===== config.mk =====
export PLATFORM = sky130hd
export DESIGN_NAME = dftc_core
export DESIGN_NICKNAME = d
export VERILOG_FILES = /design/src/rtl/dftc_pkg.sv /design/src/rtl/dftc_core.sv
export SDC_FILE = /design/constraint.sdc
export NUM_CORES = 1
export LEC_CHECK = 0
export ABC_AREA = 1
export BUFFER_PORTS_ARGS = -buffer_cell sky130_fd_sc_hd__buf_2
export CELL_PAD_IN_SITES_DETAIL_PLACEMENT = 0
export CELL_PAD_IN_SITES_GLOBAL_PLACEMENT = 2
export CORE_ASPECT_RATIO = 0.8
export CORE_UTILIZATION = 39
export CTS_CLUSTER_DIAMETER = 60
export DETAILED_ROUTE_END_ITERATION = 10
export GPL_TIMING_DRIVEN = 0
export PLACE_DENSITY = 0.92
export SLEW_MARGIN = 5
export SYNTH_ARGS = -nofsm -noshare
export SYNTH_HDL_FRONTEND = slang
export SYNTH_SLANG_ARGS = --single-unit

===== constraint.sdc =====
create_clock -name clk -period 8.8 [get_ports clk]
set_input_delay 1.76 -clock clk [delete_from_list [all_inputs] [get_ports clk]]
set_output_delay 1.76 -clock clk [all_outputs]
set_load 0.02 [all_outputs]

===== src/rtl/dftc_pkg.sv =====
/*
 * Constants, register indices and carrier types for the dynamic fan
 * threshold control block.
 * Assumes a classic Wishbone slave with 32-bit data and word addressing
 * at four times each register index.
 */
package dftc_pkg;
    localparam int NCH = 3;
    localparam int ADR_W = 9;
    // Register indices; byte address is four times the index
    localparam logic [6:0] IDX_OP_R1 = 7'h33;
    localparam logic [6:0] IDX_OP_LOC = 7'h34;
    localparam logic [6:0] IDX_OP_R2 = 7'h35;
    localparam logic [6:0] IDX_CAL1 = 7'h36;
    localparam logic [6:0] IDX_CAL2 = 7'h37;
    localparam logic [6:0] IDX_LOW_R1 = 7'h4E;
    localparam logic [6:0] IDX_HIGH_R1 = 7'h4F;
    localparam logic [6:0] IDX_LOW_LOC = 7'h50;
    localparam logic [6:0] IDX_HIGH_LOC = 7'h51;
    localparam logic [6:0] IDX_LOW_R2 = 7'h52;
    localparam logic [6:0] IDX_HIGH_R2 = 7'h53;
    localparam logic [6:0] IDX_ACOU = 7'h62;
    localparam logic [6:0] IDX_OTL_R1 = 7'h6A;
    localparam logic [6:0] IDX_OTL_LOC = 7'h6B;
    localparam logic [6:0] IDX_OTL_R2 = 7'h6C;
    localparam logic [6:0] IDX_HYS_A = 7'h6D;
    localparam logic [6:0] IDX_HYS_B = 7'h6E;
    localparam logic [6:0] IDX_FAN_START_TEMP_R1 = 7'h70;
    localparam logic [6:0] IDX_FAN_START_TEMP_LOC = 7'h71;
    localparam logic [6:0] IDX_FAN_START_TEMP_R2 = 7'h72;
    localparam logic [6:0] IDX_STATUS = 7'h73;
    // Reset values
    localparam logic [7:0] OTL_RST = 8'hA4;
    localparam logic [7:0] OP_RST = 8'hA4;
    localparam logic [7:0] LOW_RST = 8'h01;
    localparam logic [7:0] HIGH_RST = 8'h7F;
    localparam logic [3:0] HYS_RST = 4'h4;
    localparam logic [7:0] CAL_RST = 8'h00;
    localparam logic [7:0] ACOU_RST = 8'h00;
    localparam logic [7:0] FAN_START_TEMP_RST = 8'h5A;
    // Field positions
    localparam int CAL2_R1_LSB = 0;
    localparam int CAL2_LOC_LSB = 3;
    localparam int CAL2_R2_LSB = 6;
    localparam int CAL1_R2_MSB_BIT = 0;
    localparam int CAL1_DYN_R2_BIT = 5;
    localparam int CAL1_DYN_LOC_BIT = 6;
    localparam int CAL1_DYN_R1_BIT = 7;
    localparam int ACOU_KEEP1_BIT = 5;
    localparam int ACOU_KEEP2_BIT = 6;
    localparam int ACOU_KEEP3_BIT = 7;
    localparam int ST_LOW_LSB = 0;
    localparam int ST_HIGH_LSB = 3;
    localparam int ST_OVER_BIT = 6;
    // Short cycle length at code 000, in monitoring cycles
    localparam logic [11:0] SHORT_BASE = 12'h008;

    typedef enum logic [1:0] {
        DFTC_OFF = 2'b00,
        DFTC_MIN = 2'b01,
        DFTC_AUTO = 2'b10,
        DFTC_FULL = 2'b11
    } dftc_drive_e;

    typedef struct packed {
        logic [7:0] op;
        logic [7:0] low;
        logic [7:0] high;
        logic [7:0] otl;
        logic [3:0] hyst;
        logic [2:0] code;
        logic keep;
        logic dyn;
    } dftc_cfg_s;
endpackage


===== src/rtl/dftc_core.sv =====
/*
 * Per-channel overtemperature limits, fan on/off hysteresis and the
 * short/long cycle scheduler that moves each channel's fan start
 * temperature, behind a classic Wishbone register slave.
 * Assumes temp_i and mon_tick_i come from the measurement logic on clk;
 * mon_tick_i pulses one cycle when a monitoring cycle has completed.
 */
`timescale 1ns/100ps

////////////////////////////////////////////////////////////////////////
module dftc_core
    import dftc_pkg::*;
(
    input wire logic clk,
    input wire logic resetn,
    input wire logic wb_cyc_i,
    input wire logic wb_stb_i,
    input wire logic wb_we_i,
    input wire logic [ADR_W-1:0] wb_adr_i,
    input wire logic [3:0] wb_sel_i,
    input wire logic [31:0] wb_dat_i,
    output logic [31:0] wb_dat_o,
    output logic wb_ack_o,
    input wire logic mon_tick_i,
    input wire logic [NCH-1:0][7:0] temp_i,
    output dftc_drive_e fan_drive_1,
    output dftc_drive_e fan_drive_2,
    output dftc_drive_e fan_drive_3,
    output logic overtemp_pin_n,
    output logic [NCH-1:0][7:0] fan_start_temp
);

    ////////////////////////////////////////////////////////////////////
    // Register file
    logic [NCH-1:0][7:0] op_q, op_d, low_q, low_d, high_q, high_d;
    logic [NCH-1:0][7:0] otl_q, otl_d, fan_start_temp_q, fan_start_temp_d;
    logic [7:0] hys_a_q, hys_a_d, cal1_q, cal1_d, cal2_q, cal2_d;
    logic [7:0] acou_q, acou_d;
    logic [3:0] hys_b_q, hys_b_d;
    logic [NCH-1:0] lowf_q, lowf_d, highf_q, highf_d;
    logic ack_q, ack_d;
    logic [7:0] dat_q, dat_d;
    logic wb_hit, wr_en;
    logic [6:0] idx;
    logic [7:0] wbyte;
    logic [NCH-1:0][7:0] fan_start_temp_hw;
    logic [NCH-1:0] lowf_set, highf_set;
    logic [NCH-1:0] over_q, over_d;

    assign wb_hit = wb_cyc_i & wb_stb_i & ~ack_q;
    assign wr_en = wb_hit & wb_we_i & wb_sel_i[0];
    assign idx = wb_adr_i[ADR_W-1:2];
    assign wbyte = wb_dat_i[7:0];

    always_comb begin
        op_d = op_q;
        low_d = low_q;
        high_d = high_q;
        otl_d = otl_q;
        hys_a_d = hys_a_q;
        hys_b_d = hys_b_q;
        cal1_d = cal1_q;
        cal2_d = cal2_q;
        acou_d = acou_q;
        // Hardware moves the start temperature; a software write wins
        fan_start_temp_d = fan_start_temp_hw;
        // Set wins over a write-one clear in the same cycle
        lowf_d = lowf_q | lowf_set;
        highf_d = highf_q | highf_set;
        ack_d = wb_hit;
        dat_d = 8'h00;
        if (wr_en) begin
            unique case (idx)
                IDX_OP_R1: op_d[0] = wbyte;
                IDX_OP_LOC: op_d[1] = wbyte;
                IDX_OP_R2: op_d[2] = wbyte;
                IDX_CAL1: cal1_d = wbyte;
                IDX_CAL2: cal2_d = wbyte;
                IDX_LOW_R1: low_d[0] = wbyte;
                IDX_HIGH_R1: high_d[0] = wbyte;
                IDX_LOW_LOC: low_d[1] = wbyte;
                IDX_HIGH_LOC: high_d[1] = wbyte;
                IDX_LOW_R2: low_d[2] = wbyte;
                IDX_HIGH_R2: high_d[2] = wbyte;
                IDX_ACOU: acou_d = wbyte;
                IDX_OTL_R1: otl_d[0] = wbyte;
                IDX_OTL_LOC: otl_d[1] = wbyte;
                IDX_OTL_R2: otl_d[2] = wbyte;
                IDX_HYS_A: hys_a_d = wbyte;
                IDX_HYS_B: hys_b_d = wbyte[7:4];
                IDX_FAN_START_TEMP_R1: fan_start_temp_d[0] = wbyte;
                IDX_FAN_START_TEMP_LOC: fan_start_temp_d[1] = wbyte;
                IDX_FAN_START_TEMP_R2: fan_start_temp_d[2] = wbyte;
                IDX_STATUS: begin
                    lowf_d = (lowf_q & ~wbyte[ST_LOW_LSB +: NCH])
                        | lowf_set;
                    highf_d = (highf_q & ~wbyte[ST_HIGH_LSB +: NCH])
                        | highf_set;
                end
                default: ;
            endcase
        end
        if (wb_hit && !wb_we_i) begin
            unique case (idx)
                IDX_OP_R1: dat_d = op_q[0];
                IDX_OP_LOC: dat_d = op_q[1];
                IDX_OP_R2: dat_d = op_q[2];
                IDX_CAL1: dat_d = cal1_q;
                IDX_CAL2: dat_d = cal2_q;
                IDX_LOW_R1: dat_d = low_q[0];
                IDX_HIGH_R1: dat_d = high_q[0];
                IDX_LOW_LOC: dat_d = low_q[1];
                IDX_HIGH_LOC: dat_d = high_q[1];
                IDX_LOW_R2: dat_d = low_q[2];
                IDX_HIGH_R2: dat_d = high_q[2];
                IDX_ACOU: dat_d = acou_q;
                IDX_OTL_R1: dat_d = otl_q[0];
                IDX_OTL_LOC: dat_d = otl_q[1];
                IDX_OTL_R2: dat_d = otl_q[2];
                IDX_HYS_A: dat_d = hys_a_q;
                IDX_HYS_B: dat_d = {hys_b_q, 4'h0};
                IDX_FAN_START_TEMP_R1: dat_d = fan_start_temp_q[0];
                IDX_FAN_START_TEMP_LOC: dat_d = fan_start_temp_q[1];
                IDX_FAN_START_TEMP_R2: dat_d = fan_start_temp_q[2];
                IDX_STATUS: dat_d = {1'b0, |over_q, highf_q, lowf_q};
                default: dat_d = 8'h00;
            endcase
        end
    end

    always_ff @(posedge clk or negedge resetn) begin
        if (!resetn) begin
            op_q <= {NCH{OP_RST}};
            low_q <= {NCH{LOW_RST}};
            high_q <= {NCH{HIGH_RST}};
            otl_q <= {NCH{OTL_RST}};
            hys_a_q <= {HYS_RST, HYS_RST};
            hys_b_q <= HYS_RST;
            cal1_q <= CAL_RST;
            cal2_q <= CAL_RST;
            acou_q <= ACOU_RST;
            fan_start_temp_q <= {NCH{FAN_START_TEMP_RST}};
            lowf_q <= '0;
            highf_q <= '0;
            ack_q <= 1'b0;
            dat_q <= 8'h00;
        end else begin
            op_q <= op_d;
            low_q <= low_d;
            high_q <= high_d;
            otl_q <= otl_d;
            hys_a_q <= hys_a_d;
            hys_b_q <= hys_b_d;
            cal1_q <= cal1_d;
            cal2_q <= cal2_d;
            acou_q <= acou_d;
            fan_start_temp_q <= fan_start_temp_d;
            lowf_q <= lowf_d;
            highf_q <= highf_d;
            ack_q <= ack_d;
            dat_q <= dat_d;
        end
    end

    assign wb_ack_o = ack_q;
    assign wb_dat_o = {24'h000000, dat_q};
    assign fan_start_temp = fan_start_temp_q;

    ////////////////////////////////////////////////////////////////////
    // Per-channel configuration view
    dftc_cfg_s [NCH-1:0] cfg;

    always_comb begin
        for (int c = 0; c < NCH; c++) begin
            cfg[c].op = op_q[c];
            cfg[c].low = low_q[c];
            cfg[c].high = high_q[c];
            cfg[c].otl = otl_q[c];
        end
        cfg[0].hyst = hys_a_q[7:4];
        cfg[1].hyst = hys_a_q[3:0];
        cfg[2].hyst = hys_b_q;
        cfg[0].code = cal2_q[CAL2_R1_LSB +: 3];
        cfg[1].code = cal2_q[CAL2_LOC_LSB +: 3];
        cfg[2].code = {cal1_q[CAL1_R2_MSB_BIT], cal2_q[CAL2_R2_LSB +: 2]};
        cfg[0].keep = acou_q[ACOU_KEEP1_BIT];
        cfg[1].keep = acou_q[ACOU_KEEP2_BIT];
        cfg[2].keep = acou_q[ACOU_KEEP3_BIT];
        cfg[0].dyn = cal1_q[CAL1_DYN_R1_BIT];
        cfg[1].dyn = cal1_q[CAL1_DYN_LOC_BIT];
        cfg[2].dyn = cal1_q[CAL1_DYN_R2_BIT];
    end

    ////////////////////////////////////////////////////////////////////
    // Thermal state, scheduler and start temperature adjustment
    logic [NCH-1:0] run_q, run_d;
    logic [NCH-1:0][11:0] cnt_q, cnt_d;
    logic [NCH-1:0][7:0] prev_q, prev_d;
    dftc_drive_e [NCH-1:0] drv_q, drv_d;
    logic otp_n_q, otp_n_d;

    always_comb begin
        logic [7:0] t;
        logic [8:0] t_hy;
        logic [11:0] s_len, l_len, nxt;
        logic s_ev, l_ev, dec_s, dec_l, inc_l;
        t = 8'h00;
        t_hy = 9'h000;
        s_len = 12'h000;
        l_len = 12'h000;
        nxt = 12'h000;
        s_ev = 1'b0;
        l_ev = 1'b0;
        dec_s = 1'b0;
        dec_l = 1'b0;
        inc_l = 1'b0;
        over_d = over_q;
        run_d = run_q;
        cnt_d = cnt_q;
        prev_d = prev_q;
        fan_start_temp_hw = fan_start_temp_q;
        lowf_set = '0;
        highf_set = '0;
        for (int c = 0; c < NCH; c++) begin
            t = temp_i[c];
            // Sum form avoids underflow of limit minus hysteresis
            t_hy = {1'b0, t} + {5'h00, cfg[c].hyst};
            s_len = SHORT_BASE << cfg[c].code;
            l_len = s_len << 1;
            nxt = cnt_q[c] + 12'h001;
            s_ev = mon_tick_i && (nxt == s_len || nxt >= l_len);
            l_ev = mon_tick_i && nxt >= l_len;
            if (mon_tick_i) begin
                cnt_d[c] = l_ev ? 12'h000 : nxt;
                if (t > cfg[c].otl) begin
                    over_d[c] = 1'b1;
                end else if (t_hy < {1'b0, cfg[c].otl}) begin
                    over_d[c] = 1'b0;
                end
                if (cfg[c].keep) begin
                    run_d[c] = t > fan_start_temp_q[c];
                end else if (t > fan_start_temp_q[c]) begin
                    run_d[c] = 1'b1;
                end else if (t_hy < {1'b0, fan_start_temp_q[c]}) begin
                    run_d[c] = 1'b0;
                end
                lowf_set[c] = t < cfg[c].low;
                highf_set[c] = t > cfg[c].high;
            end
            // Dynamic control is off while the zone is at or below start temp
            if (cfg[c].dyn && t > fan_start_temp_q[c]) begin
                dec_s = s_ev && ((t_hy > {1'b0, cfg[c].op} && t > prev_q[c])
                    || t > cfg[c].high);
                dec_l = l_ev && t > cfg[c].op;
                inc_l = l_ev && t < cfg[c].low && fan_start_temp_q[c] < cfg[c].high
                    && fan_start_temp_q[c] < cfg[c].op && !dec_s && !dec_l;
            end else begin
                dec_s = 1'b0;
                dec_l = 1'b0;
                inc_l = 1'b0;
            end
            // Outside these cases the start temperature holds
            if (dec_s && dec_l) begin
                fan_start_temp_hw[c] = (fan_start_temp_q[c] > 8'h01) ? fan_start_temp_q[c] - 8'h02 : 8'h00;
            end else if (dec_s || dec_l) begin
                fan_start_temp_hw[c] = (fan_start_temp_q[c] != 8'h00) ? fan_start_temp_q[c] - 8'h01
                    : 8'h00;
            end else if (inc_l) begin
                fan_start_temp_hw[c] = fan_start_temp_q[c] + 8'h01;
            end
            if (s_ev) begin
                prev_d[c] = t;
            end
        end
        otp_n_d = ~(|over_d);
        for (int c = 0; c < NCH; c++) begin
            if (|over_d) begin
                drv_d[c] = DFTC_FULL;
            end else if (run_d[c]) begin
                drv_d[c] = DFTC_AUTO;
            end else if (cfg[c].keep) begin
                drv_d[c] = DFTC_MIN;
            end else begin
                drv_d[c] = DFTC_OFF;
            end
        end
    end

    always_ff @(posedge clk or negedge resetn) begin
        if (!resetn) begin
            over_q <= '0;
            run_q <= '0;
            cnt_q <= '0;
            prev_q <= '0;
            drv_q <= '{default: DFTC_OFF};
            otp_n_q <= 1'b1;
        end else begin
            over_q <= over_d;
            run_q <= run_d;
            cnt_q <= cnt_d;
            prev_q <= prev_d;
            drv_q <= drv_d;
            otp_n_q <= otp_n_d;
        end
    end

    assign fan_drive_1 = drv_q[0];
    assign fan_drive_2 = drv_q[1];
    assign fan_drive_3 = drv_q[2];
    assign overtemp_pin_n = otp_n_q;

    logic tmin0_wr;
    assign tmin0_wr = wr_en && idx == IDX_FAN_START_TEMP_R1;
endmodule


Word level (Yosys, flattened, before mapping) --
Index checks and enable logic that the tools add are counted.
Word-level totals: bits in registers 244, output and inout port bits 64, word-level logic and storage cells 279
Cells by class: add/subtract/negate cells 15, order comparisons 39, equal/unequal tests 24, shifts and indexed selects 3, muxes and demuxes 73, bitwise logic cells 14, reduce and logical (&&, ||, !) cells 75
Operator list (count):
- one-hot mux 8 bit (21 select lines) | 1
- 2-to-1 mux 8 bit | 19
- greater-than comparator 8 bit | 15
- equality test 7 bit, second input constant | 16
- < comparator 8 bit | 9
- < comparator 9 x 8 -> 1 bit | 6
- 2-to-1 mux 1 bit | 39
- logical AND 1 bit | 37
- adder 12 x 1 -> 12 bit, second input constant | 3
- equality test 12 bit | 3
- >= comparator 12 bit | 3
- 2-to-1 mux 12 bit | 3
- << shifter 4 x 3 -> 12 bit, first input constant | 3
- equality test 7 x 6 -> 1 bit, second input constant | 5
- AND reduction 2 bit | 17
- adder 8 x 4 -> 9 bit | 3
- greater-than comparator 9 x 8 -> 1 bit | 3
- adder 8 x 1 -> 8 bit, second input constant | 3
- greater-than comparator 8 x 1 -> 1 bit, second input constant | 3
- 2-to-1 mux 24 bit | 1
- nonzero test 8 bit | 3
- subtractor 8 x 1 -> 8 bit, second input constant | 3
- subtractor 8 x 2 -> 8 bit, second input constant | 3
- 2-to-1 mux 2 bit | 6
- other kinds (9) | 36

Depth between registers and ports, before layout --
word-level depth 14, gate-level depth with buffers 26

Worst setup path after synthesis --
OpenSTA, ideal clock, no wires.
path kind input port to flip-flop, from in temp_i[0] (netlist bit), to reg fan_start_temp_q (netlist bit fan_start_temp[7]), library setup time 0.073 ns, arrival time 4.647 ns, slack 4.080 ns, cell stages on the path 24, buffers on the path 1, cell sequence ha_1 inv_1 fa_1 o21ai_1 nand2_1 nor2_1 xor2_1 inv_1 ha_1 a21o_1 a21oi_1 nand2_1 nand2_1 nand2_1 nand2_1 nand3_1 nor2_1 buf_2 nand3_1 nand2_1 nand3_1 nand2_1 nand2_1 a21oi_2
RTL lines:
- start, declared | RTL line dftc_core.sv:25 | input wire logic [NCH-1:0][7:0] temp_i,
- end signal, assigned | RTL line dftc_core.sv:142 | fan_start_temp_q <= {NCH{FAN_START_TEMP_RST}};
- end signal, assigned | RTL line dftc_core.sv:157 | fan_start_temp_q <= fan_start_temp_d;
- end, declared | RTL line dftc_core.sv:36 | logic [NCH-1:0][7:0] otl_q, otl_d, fan_start_temp_q, fan_start_temp_d;

==> flow_metrics.py <==
metrics = {
    "floorplan": {
        "die_area_um2": 55900,
        "initial_core_util_pct": 39.7,
        "die_w_um": 264,
        "core_um2": 54000,
        "ios": 139,
        "die_y_um": 212,
        "num_rows": 76,
    },
    "route": {
        "viasPerCell": 5.41,
        "wl_per_cell_um": 19.7,
        "routed_wl_mm": 76.2,
        "drc": 0,
        "antenna_left": 0,
        "dr.first_iter.drc_count": 1796,
        "drtPass1Iterations": 9,
        "vias": 20897,
    },
    "synthesis": {
        "synth_cell_types": 56,
        "yosys_warnings": 0,
        "yosys-top-cells-area": "dfrtp_1 22%, ha_1 18%, nand2_1 14%, inv_1 7.7%, dfstp_2 7.1%",
        "ys.flop_type": "dfrtp_1",
        "synth-compound-area-share_pct": 14.7,
        "synth_mux_area_share_pct": 0,
        "ys_ff_latch": 244,
        "synth_area_leader_cell": "dfrtp_1",
        "synth-adder-area-share_pct": 18.4,
        "syn_area_um2": 21400,
        "synthCells": 2991,
        "avgSynthCellArea_um2": 7.17,
        "synth_top_family_by_area": "simple AND/OR/NAND/NOR gates",
        "synth_edf_count": 0,
        "ys_seq_area_share_pct": 28.8,
        "synth_top_area_share_pct": 21.7,
        "synthArstFlopShare_pct": 100,
        "synthSimpleGateAreaFrac_pct": 26.0,
        "synthXorXnorAreaFrac_pct": 2.11,
    },
    "pwr": {
        "power_density_nw_per_um2": 153,
        "worst_ir_drop_vdd_mv": 0.124,
        "power.total_mw": 3.69,
        "p_leak_nw": 11.8,
    },
    "timing": {
        "fmax_ghz": 0.193,
        "rsz0062_at_grt": "false",
        "min_period_ns": 5.19,
        "slew_viol_final": 0,
        "fin_skew_ns": 0.0257,
        "hold_viol": 0,
        "tightest_slew_ns": 1.04,
        "finalCritPeriodShare_pct": 59.0,
        "fin_setup_tns_ns": 0,
        "maxSlewHeadroom_pct": 30.8,
        "finalSetupViolCount": 0,
        "setup_slack_ns": 3.61,
    },
    "critical_path": {
        "cpMostUsedCell": "nand2_1",
        "critPathMaxStageDelay_ns": 0.47,
        "required_ns": 9.31,
        "criticalPathCategory": "in2reg",
        "reg2reg_depth": 24,
        "rr_startpoint": "hys_a_q[4]$_DFFE_PN0P_",
        "critPathLaunchType": "primary input",
        "worstPathArrival_ns": 5.70,
        "endpoint_kind": "register",
        "r2r-end": "fan_start_temp[7]$_DFF_PN0_",
        "r2r_setup_slack_ns": 4.55,
        "cp_max_fo": 10,
        "cp-startpoint": "temp_i[1]",
        "crit_chain": "buf_2, inv_1, fa_1, o21ai_1, nand2_1, nor2_1, xor2_1, inv_1, ha_1, a21o_1, a21oi_1, nand2_1, nand2_1, nand2_1, nand2_1, nand3_1, nor2_1, buf_2, nand3_1, nand2_1, nand3_1, nand2_1, nand2_1, a21oi_2",
        "cp_slowest_cell": "fa_1",
        "crit_end": "fan_start_temp[7]$_DFF_PN0_",
    },
    "cells_and_area": {
        "multi_input_area_um2": 13200,
        "antenna_cells": 0,
        "layout-drive-gt1-share_pct": 10.1,
        "fill_cells": 5585,
        "seq_area_um2": 6180,
        "stdcell_count": 3865,
        "final_cell_area_um2": 24100,
        "areaGrowthSynthToFinish_pct": 12.4,
        "nNetsFinal": 3524,
    },
    "placement": {
        "place_ws_ns": 3.11,
        "gp_congestion": 0.994,
        "dpl.cell_count": 3801,
        "port_buffers": 83,
        "dpl.hpwl_mm": 59.2,
        "placed_area_um2": 22900,
    },
    "hold_path": {
        "hold_path.class": "reg2reg",
    },
    "global_routing": {
        "grt_pass1_wl_mm": 116,
        "antenna_found_initial": 1,
        "grt_usage_pct": 27.3,
        "grt_max_degree": 92,
        "grt_pass1_vias": 19495,
        "grt_overflow": 0,
    },
    "cts": {
        "clock-sinks": 244,
        "cts-root-buf": "clkbuf_16",
        "clockBufferDepth": 3,
        "cts.clk_slew.worst_paths_ns": 0.05,
        "cts_hold_buf": 0,
        "numCtsBuffers": 35,
        "cts_tree": "yes",
        "htreeDepth": 2,
        "postCtsSetupBuffers": 0,
        "cts_resized": 0,
        "clock_latency_ns": 0.58,
    },
    "run": {
        "drv_cap": 0,
    },
    "status": {
        "status": "finished clean",
    },
}
critical path: cells and delay by family:
kind	cells	cell delay (ns)
simple gates	13	1.56
buf+inv	4	0.81
fa+ha+maj	2	0.77
compound gates	4	0.63
xor+xnor	1	0.17
placed cells by master, fill, tap and decap left out, types with 7 or more instances in the layout:
cell,synthesis,final
a22oi_1,18,18
nand3_2,7,7
nand3_1,177,177
xor2_1,37,37
a221oi_1,20,20
o21ai_1,17,17
a21oi_1,150,150
nor2_1,195,195
o211ai_1,14,14
nand2_2,16,16
buf_4,28,28
o22ai_1,39,39
nor3_1,34,34
dfrtp_1,186,186
nand3b_1,11,11
dfstp_2,58,58
o21ai_0,223,223
nor2_2,10,10
clkbuf_1,44,47
a21oi_2,11,11
conb_1,1,24
inv_1,439,439
inv_2,8,8
o21a_1,11,11
xnor2_1,9,9
buf_2,5,87
clkbuf_16,0,35
nand4_1,44,44
nand2_1,777,777
ha_1,310,310
clkinv_1,10,10
state kept, by name (all words and copies together), names as in the netlist, 3 cells and up:
register and flops:
hys_a_q 8, hys_b_q 4, cnt_q 36, over_q 3, prev_q 24, cal2_q 8
run_q 3, lowf_q 3, highf_q 3, cfg 96, acou_q 8, cal1_q 8
dat_q 8, fan_start_temp 24
power breakdown:
part	switching, mW	internal [mW]	leakage, nW
sequential	0.0849	1.23	3.01
combinational	0.574	0.285	8.17
clock	0.613	0.898	0.593
layer usage:
layer,wire length (um),up-vias,GRT usage (%)
li1,-,10153,-
met1,36800,9920,40.2
met2,32200,710,41.5
met3,5230,114,3.49
met4,1970,0,7.92
met5,0,-,0
cell type report:
| cell class | count | share of cell area, % |
|---|---|---|
| timing repair buffer | 85 | 1.99 |
| clock buffer | 42 | 3.91 |
| multi-input combinational | 2234 | 54.8 |
| buffer | 79 | 1.72 |
| tap | 702 | 3.64 |
| inverter | 457 | 7.12 |
| clock inverter | 22 | 1.16 |
| sequential | 244 | 25.6 |
cell usage after synthesis, drive strengths merged (5+ instances only):
library cell,number
xor2,39
o211ai,14
or2,6
dfstp,58
xnor2,10
nand3b,11
a22oi,18
inv,447
a41oi,6
nor3,34
dfrtp,186
o22ai,39
nand2,799
nor4,6
clkbuf,44
a211oi,5
buf,35
nor2,213
a21boi,7
o21a,11
ha,310
nand3,184
nand4,45
a21oi,161
a221oi,20
clkinv,10
o21ai,243
logic make-up (layout without fill, tap and decap cells):
kind of cell	Yosys count	after routing
AND/OR/NAND/NOR	1300	1300
AO/OA/AOI/OAI	548	548
buffers and inverters	536	685
adder cells (fa/ha/maj)	313	313
flip-flops	244	244
XOR/XNOR	49	49
other	1	24
how the worst min path moves through the flow:
stage	startpoint	to	slack, ns	depth (start not counted)
3_3_place_gp	wb_ack_o$_DFF_PN0_	wb_ack_o$_DFF_PN0_	0.43	1
4_1_cts	wb_ack_o$_DFF_PN0_	wb_ack_o$_DFF_PN0_	0.44	1
5_1_grt	wb_ack_o$_DFF_PN0_	wb_ack_o$_DFF_PN0_	0.47	1
2_1_floorplan	cfg[106]$_DFFE_PN0P_	cfg[106]$_DFFE_PN0P_	0.45	2
6_report	wb_ack_o$_DFF_PN0_	wb_ack_o$_DFF_PN0_	0.45	1
3_5_place_dp	wb_ack_o$_DFF_PN0_	wb_ack_o$_DFF_PN0_	0.44	1
through the flow:
step                hold slack [ns]  util [%]
detailed placement            0.438      42.4
floorplan                     0.453         -
finish                        0.446      44.6
global route                  0.472      44.6
global placement              0.434      42.2
CTS                           0.445      44.6
Note: power is estimated with default switching activity, not from simulation.
